`config.mk`:
```
export PLATFORM = sky130hd
export DESIGN_NAME = wwd_top
export DESIGN_NICKNAME = d
export VERILOG_FILES = /design/src/hw/wwd_pkg.sv /design/src/hw/wwd_cnt_if.sv /design/src/hw/wwd_count.sv /design/src/hw/wwd_tick.sv /design/src/hw/wwd_top.sv
export VERILOG_INCLUDE_DIRS = /design/src /design/src/hw
export SDC_FILE = /design/constraint.sdc
export NUM_CORES = 1
export LEC_CHECK = 0
export BUFFER_PORTS_ARGS = -buffer_cell sky130_fd_sc_hd__buf_2
export CORE_MARGIN = 1.5
export CORE_UTILIZATION = 30
export CTS_BUF_LIST = sky130_fd_sc_hd__clkbuf_8
export DETAILED_ROUTE_END_ITERATION = 10
export SYNTH_ARGS = -nofsm -noshare
export SYNTH_HDL_FRONTEND = slang
export SYNTH_HIERARCHICAL = 1
export SYNTH_SLANG_ARGS = --single-unit
```
`constraint.sdc`:
```
create_clock -name core_clk -period 6.4 [get_ports core_clk]
set_clock_uncertainty 0.05 [all_clocks]
set_input_delay 1.28 -clock core_clk [delete_from_list [all_inputs] [get_ports core_clk]]
set_output_delay 1.28 -clock core_clk [all_outputs]
set_load 0.02 [all_outputs]
```
`src/hw/wwd_params.svh`:
```
`ifndef WWD_PARAMS_SVH
`define WWD_PARAMS_SVH

// -----------------------------------------------------------------
// register map, byte addresses
// -----------------------------------------------------------------
`define WWD_ADDR_W       8
`define WWD_CTRL_OFS     8'h00
`define WWD_CTRL_CLR_OFS 8'h04
`define WWD_CTRL_SET_OFS 8'h08
`define WWD_CTRL_INV_OFS 8'h0c
`define WWD_STAT_OFS     8'h10
`define WWD_MASK_OFS     8'h14

// -----------------------------------------------------------------
// field positions
// -----------------------------------------------------------------
`define WWD_ON_BIT       15
`define WWD_PS_MSB       6
`define WWD_PS_LSB       2
`define WWD_WIN_BIT      1
`define WWD_CLR_BIT      0
`define WWD_EV_TIMEOUT   0
`define WWD_EV_VIOL      1
`define WWD_EV_W         2

// -----------------------------------------------------------------
// reset values
// -----------------------------------------------------------------
`define WWD_CTRL_RST     32'h0000_0000
`define WWD_EV_RST       2'h0

// -----------------------------------------------------------------
// timing
// -----------------------------------------------------------------
`define WWD_CLK_HZ       40000000
`define WWD_LOW_POWER_RC_CLOCK_HZ      32000
`define WWD_TICK_DIV     (`WWD_CLK_HZ / `WWD_LOW_POWER_RC_CLOCK_HZ)
`define WWD_PS_MAX       20
`define WWD_CNT_W        21

`endif

```
`src/hw/wwd_pkg.sv`:
```
package wwd_pkg;
   typedef enum logic [1:0] {
      OP_WR  = 2'b00,
      OP_CLR = 2'b01,
      OP_SET = 2'b10,
      OP_INV = 2'b11
   } wwd_op_e;

   typedef enum logic {
      ST_INIT = 1'b0,
      ST_RUN  = 1'b1
   } wwd_state_e;
endpackage

```
`src/hw/wwd_cnt_if.sv`:
```
`timescale 1ns/1ps
interface wwd_cnt_if;
   logic       en;
   logic       clear;
   logic       tick;
   logic [4:0] ps;
   logic       timeout;
   logic       in_window;

   modport ctl (output en, output clear, output tick, output ps,
                input timeout, input in_window);
   modport cnt (input en, input clear, input tick, input ps,
                output timeout, output in_window);
endinterface

```
`src/hw/wwd_count.sv`:
```
`timescale 1ns/1ps
`include "wwd_params.svh"
module wwd_count (
   input  wire logic core_clk,  // system clock
   input  wire logic rstn,      // sync reset, active low
   wwd_cnt_if.cnt    cif        // control from the register side
);
   localparam int unsigned CW = `WWD_CNT_W;

   // postscaler settings above the maximum saturate
   function automatic logic [CW-1:0] wwd_period(input logic [4:0] ps);
      logic [4:0] p;
      p = (ps > 5'(`WWD_PS_MAX)) ? 5'(`WWD_PS_MAX) : ps;
      return CW'(1) << p;
   endfunction

   logic [CW-1:0] cnt_r;
   wire  [CW-1:0] period = wwd_period(cif.ps);
   wire  [CW-1:0] last   = period - CW'(1);
   wire  [CW-1:0] open_at = period - (period >> 2);

   assign cif.timeout   = cif.en & cif.tick & ~cif.clear & (cnt_r == last);
   // windows shorter than four ticks are always open
   assign cif.in_window = (cif.ps < 5'h02) | (cnt_r >= open_at);

   always_ff @(posedge core_clk) begin
      if (!rstn || !cif.en || cif.clear || cif.timeout)
         cnt_r <= '0;
      else if (cif.tick)
         cnt_r <= cnt_r + CW'(1);
   end
endmodule

```
`src/hw/wwd_tick.sv`:
```
`timescale 1ns/1ps
`include "wwd_params.svh"
module wwd_tick #(
   parameter int unsigned DIV = `WWD_TICK_DIV
) (
   input  wire logic core_clk,  // system clock
   input  wire logic rstn,      // sync reset, active low
   output logic      tick       // one-cycle low-power rc clock enable
);
   localparam int unsigned W = (DIV > 1) ? $clog2(DIV) : 1;

   if (DIV < 1) begin : g_chk
      $error("wwd_tick: DIV must be at least 1");
   end

   logic [W-1:0] div_r;
   logic         tick_r;
   wire          wrap = (div_r == W'(DIV - 1));

   // free-running: the oscillator stands for a clock that never stops
   always_ff @(posedge core_clk) begin
      if (!rstn) begin
         div_r  <= '0;
         tick_r <= 1'b0;
      end else begin
         div_r  <= wrap ? '0 : div_r + W'(1);
         tick_r <= wrap;
      end
   end

   assign tick = tick_r;
endmodule

```
`src/hw/wwd_top.sv`:
```
// Design decision made here: the strobed register port.
`timescale 1ns/1ps
`include "wwd_params.svh"
module wwd_top #(
   parameter int unsigned TICK_DIV = `WWD_TICK_DIV
) (
   input  wire logic                   core_clk,          // 40 mhz system clock
   input  wire logic                   rstn,              // sync reset, active low
   input  wire logic [`WWD_ADDR_W-1:0] addr,              // register byte address
   input  wire logic [31:0]            wr_data,           // write data
   input  wire logic                   wr_en,             // write strobe
   input  wire logic                   rd_en,             // read strobe
   output logic      [31:0]            rd_data,           // read data, cycle after rd_en
   input  wire logic                   config_enable,     // configuration enable strap
   input  wire logic [4:0]             config_postscaler, // configuration postscaler strap
   input  wire logic                   sleep_mode,        // device in sleep or idle
   output logic                        device_reset,      // one-cycle reset request
   output logic                        wake,              // one-cycle wake request
   output logic                        irq                // level interrupt
);
   localparam int unsigned EW = `WWD_EV_W;

   if (TICK_DIV < 1) begin : g_chk
      $error("wwd_top: TICK_DIV must be at least 1");
   end

   // -----------------------------------------------------------------
   // alias write arithmetic
   // -----------------------------------------------------------------
   function automatic logic [31:0] wwd_apply(input logic [31:0]      old,
                                             input logic [31:0]      wd,
                                             input wwd_pkg::wwd_op_e op);
      case (op)
         wwd_pkg::OP_WR:  return wd;
         wwd_pkg::OP_CLR: return old & ~wd;
         wwd_pkg::OP_SET: return old | wd;
         wwd_pkg::OP_INV: return old ^ wd;
         default:         return old;
      endcase
   endfunction

   // -----------------------------------------------------------------
   // state
   // -----------------------------------------------------------------
   wwd_pkg::wwd_state_e state_r;
   logic                cfg_on_r;
   logic [4:0]          ps_r;
   logic                sw_on_r;
   logic                win_r;
   logic [EW-1:0]       stat_r;
   logic [EW-1:0]       mask_r;
   logic [31:0]         rd_data_r;
   logic                dev_rst_r;
   logic                wake_r;
   logic                irq_r;

   wwd_cnt_if cif ();

   // -----------------------------------------------------------------
   // decode
   // -----------------------------------------------------------------
   wire running  = cfg_on_r | sw_on_r;
   wire ctrl_sel = (addr[`WWD_ADDR_W-1:4] == '0) && (addr[1:0] == 2'b00);
   wire ctrl_wr  = wr_en & ctrl_sel;
   wire stat_wr  = wr_en & (addr == `WWD_STAT_OFS);
   wire mask_wr  = wr_en & (addr == `WWD_MASK_OFS);
   wire wwd_pkg::wwd_op_e op = wwd_pkg::wwd_op_e'(addr[3:2]);

   // reserved bits are hard zero in the view
   wire [31:0] ctrl_view;
   assign ctrl_view = {16'h0000, running, 8'h00, ps_r, win_r, 1'b0};
   wire [31:0] ctrl_new = wwd_apply(ctrl_view, wr_data, op);
   // the clear bit always reads zero, so set and invert of one also clear
   wire clr_req = ctrl_wr & ctrl_new[`WWD_CLR_BIT];

   wire viol = clr_req & running & win_r & ~cif.in_window;
   wire to   = cif.timeout;

   wire [EW-1:0] ev = {viol, to};
   // set wins over the write-one clear
   wire [EW-1:0] stat_nxt = (stat_r & ~(stat_wr ? wr_data[EW-1:0] : '0)) | ev;

   wire [31:0] rd_mux =
      (addr == `WWD_CTRL_OFS) ? ctrl_view :
      (addr == `WWD_STAT_OFS) ? {{(32-EW){1'b0}}, stat_r} :
      (addr == `WWD_MASK_OFS) ? {{(32-EW){1'b0}}, mask_r} : 32'h0000_0000;

   assign cif.en    = running;
   assign cif.clear = clr_req;
   assign cif.ps    = ps_r;

   // -----------------------------------------------------------------
   // straps, caught one cycle after reset release
   // -----------------------------------------------------------------
   always_ff @(posedge core_clk) begin
      if (!rstn) begin
         state_r  <= wwd_pkg::ST_INIT;
         cfg_on_r <= 1'b0;
         ps_r     <= 5'h00;
      end else begin
         case (state_r)
            wwd_pkg::ST_INIT: begin
               cfg_on_r <= config_enable;
               ps_r     <= config_postscaler;
               state_r  <= wwd_pkg::ST_RUN;
            end
            wwd_pkg::ST_RUN: state_r <= wwd_pkg::ST_RUN;
            default:         state_r <= wwd_pkg::ST_INIT;
         endcase
      end
   end

   // -----------------------------------------------------------------
   // software registers
   // -----------------------------------------------------------------
   always_ff @(posedge core_clk) begin
      if (!rstn) begin
         sw_on_r <= 1'b0;
         win_r   <= 1'b0;
         stat_r  <= `WWD_EV_RST;
         mask_r  <= `WWD_EV_RST;
      end else begin
         if (ctrl_wr) begin
            sw_on_r <= ctrl_new[`WWD_ON_BIT];
            win_r   <= ctrl_new[`WWD_WIN_BIT];
         end
         stat_r <= stat_nxt;
         if (mask_wr)
            mask_r <= wr_data[EW-1:0];
      end
   end

   // -----------------------------------------------------------------
   // outputs
   // -----------------------------------------------------------------
   always_ff @(posedge core_clk) begin
      if (!rstn) begin
         rd_data_r <= 32'h0000_0000;
         dev_rst_r <= 1'b0;
         wake_r    <= 1'b0;
         irq_r     <= 1'b0;
      end else begin
         rd_data_r <= rd_en ? rd_mux : 32'h0000_0000;
         dev_rst_r <= (to & ~sleep_mode) | viol;
         wake_r    <= to & sleep_mode;
         irq_r     <= |(stat_r & mask_r);
      end
   end

   assign rd_data      = rd_data_r;
   assign device_reset = dev_rst_r;
   assign wake         = wake_r;
   assign irq          = irq_r;

   wwd_tick #(
      .DIV (TICK_DIV)
   ) u_tick (
      .core_clk (core_clk),
      .rstn     (rstn),
      .tick     (cif.tick)
   );

   wwd_count u_count (
      .core_clk (core_clk),
      .rstn     (rstn),
      .cif      (cif)
   );
endmodule

```
==> metrics <==
mean area per synthesized cell=7.90 um2; post-cts sizing count=0; fin nets=768; crit path launch type=flip-flop; Final Setup Violations=0; DR pass1 iterations=4; setup tns final=0 ns; layout cells sized above 1=0.123; fmax=0.191 GHz; Synth Area in Compound Gates=0.161; hpwl dp=9180 um; peak supply drop=0.0881 mV; PwrDens=180 nW/um2; Worst-path clk slew=0.07 ns; Die W=134 um; R2R Setup Slk=1.16 ns; Slew headroom=0.324; via/cell ratio=4.91; CP arrival=5.41 ns; # hold bufs at CTS=0; Unique masters post-synth=77; Buffers on Ports=32; clock root buffer=clkbuf_8; worst min path class=flip-flop to flip-flop; Mapped Area=5120 um2; total clock sinks=57; DR iter-0 viols=251; Yosys top cell by area=dfxtp_1; register area share after synthesis=0.223; asr flop ratio synth=0; adder-cell area share of the yosys netlist=0.121; simple-gate portion of the synthesized area=0.268; EDFF count, synth=0; flops & latches, synth=57; Final period util=0.819; # diodes=0; H-tree depth=3; Routability Congestion=0.851; P&R area growth vs syn=8.27%; cts bufs inserted=9; share of the synthesized area in the top cell type=0.223; Post-Synth XOR/XNOR Area=0.0934; unrepaired setup endpoints after global routing=no; core outline area=16600 um2; YS warnings=6; leakage power=2.33 nW; largest net degree at the start of global routing=30; DRC=0; Initial Util=0.307; post-CTS setup buffers=0; Max FO, Critical Path=18; max-cap violations=0; Total Routing Usage GR=0.138; top post-synthesis cells by count=nor2_1, dfxtp_1, ha_1, nand2_1, inv_1; routed length per instance=13.3 um; final wirelength=11800 um; main flop type after synthesis=dfxtp_1; final hold vios=0; mux contribution to synthesized area=0.0350; global route overflow=0; most frequent cell after synthesis=nor2_1; Crit. End Element=flip-flop; Max Slew Vio Count=0; CTS tree=done; global-route wire length before repair=20000 um; fin crit period=5.24 ns; crit path kind=flip-flop to flip-flop; ANT nets after route=0; main combinational cell family by area after synthesis=simple AND/OR/NAND/NOR gates; vias in the first global route=4093; Die Span Y=134 um; DR vias=4383; total power=0.995 mW; WP data required=6.57 ns; Fin Hold WS=0.430 ns; die area=17800 um2; # rows=47; Synth area leaders=dfxtp_1, ha_1, nor2_1, xor2_1, xnor2_1; IO Pins=86; Longest Clk Path Bufs=2; status=completed; Worst Tran Pin Value=1.00 ns; Worst-Skew Late Latency=0.34 ns; Gate Count Post-Synth=648; initial antenna violation count=0
-- through the flow --
step	std cells	worst slack, ns	utilization	instance area, um2
final	893	1.16	0.333	5540
after global routing	893	0.656	0.333	5540
after CTS	893	1.12	0.333	5540
after detailed placement	877	1.16	0.320	5330
after global placement	877	1.15	0.320	5330
after floorplan	671	1.87	-	5200
-- sequential cells by signal, indices dropped and copies added, names as in the netlist --
signal,count
u_count/cnt_r,21
u_tick/div_r,11
rd_data,8
cif.ps,5
mask_r,2
stat_r,2
cfg_on_r,1
device_reset,1
irq,1
state_r,1
sw_on_r,1
u_tick/tick,1
wake,1
win_r,1
-- worst paths after layout --
| path | from | end | depth (start not counted) |
|---|---|---|---|
| max | cif.ps[0] | device_reset | 20 |
| min reg2reg | mask_r[0] | mask_r[0] | 2 |
| min | mask_r[0] | mask_r[0] | 2 |
| max reg2reg | cif.ps[0] | device_reset | 20 |
-- per-layer routing --
metal	GRT usage	wire length [um]
met5	0	0
met4	0.0495	175
met3	0.0190	457
met2	0.225	5380
met1	0.186	5830
-- where the power goes --
group | switching (mW) | internal [mW] | total (mW) | leakage [nW]
Combinational | 0.157 | 0.112 | 0.269 | 1.77
Sequential | 0.0101 | 0.359 | 0.369 | 0.461
Clock | 0.154 | 0.203 | 0.357 | 0.102
-- cell usage in the layout (no fill, tap or decap), types with 3 or more instances in the layout --
master,n
nor2b_1,14
o311ai_0,3
o21ai_1,8
mux2i_1,10
nand3_1,24
or4_1,7
dfxtp_1,57
or3_1,9
xor2_1,27
buf_4,4
o21bai_1,3
nand3b_1,4
nor4_1,7
a22oi_1,4
o2111ai_1,4
ha_1,48
o31ai_1,7
and3_1,6
mux2_2,3
o41ai_1,4
xnor2_1,25
nand2_1,47
nor3_1,12
clkbuf_8,11
o21ai_0,25
and2_1,9
a21o_1,3
o21a_1,5
nor2_1,67
or2_2,7
nand4_1,10
buf_2,32
conb_1,24
nand2b_1,12
inv_1,41
a21oi_1,36
-- cell type report --
cell class,instances,area (um2)
flip-flops and latches,57,1140
fillers,1787,11100
repair buffers,36,190
well taps,220,275
inverters,42,158
clock buffers,11,151
clock inverters,5,62.6
multi-input cells,522,3560
-- kinds of logic after synthesis --
| kind of cell | Yosys count |
|---|---|
| AND/OR/NAND/NOR | 257 |
| AO/OA/AOI/OAI | 124 |
| buffers and inverters | 92 |
| flip-flops | 57 |
| XOR/XNOR | 53 |
| adder cells (fa/ha/maj) | 49 |
| multiplexers | 15 |
| other | 1 |
-- critical path, stage by stage, from the launching register on --
cell and delay (ns):
dfxtp_1 0.75, nand2b_1 0.10, nor2_1 0.24, nand2_1 0.17
fa_1 0.49, nor2b_1 0.16, o211ai_1 0.10, a21boi_0 0.28
o21a_1 0.26, nor2_1 0.08, o21ai_0 0.21, xnor2_1 0.10
ha_1 0.31, nand3_1 0.09, or4_1 0.58, o311ai_0 0.44
o221ai_1 0.17, a21oi_1 0.23, nor2b_1 0.07, o2111ai_1 0.12
o31ai_1 0.11
(Power assumes the default switching activity.)
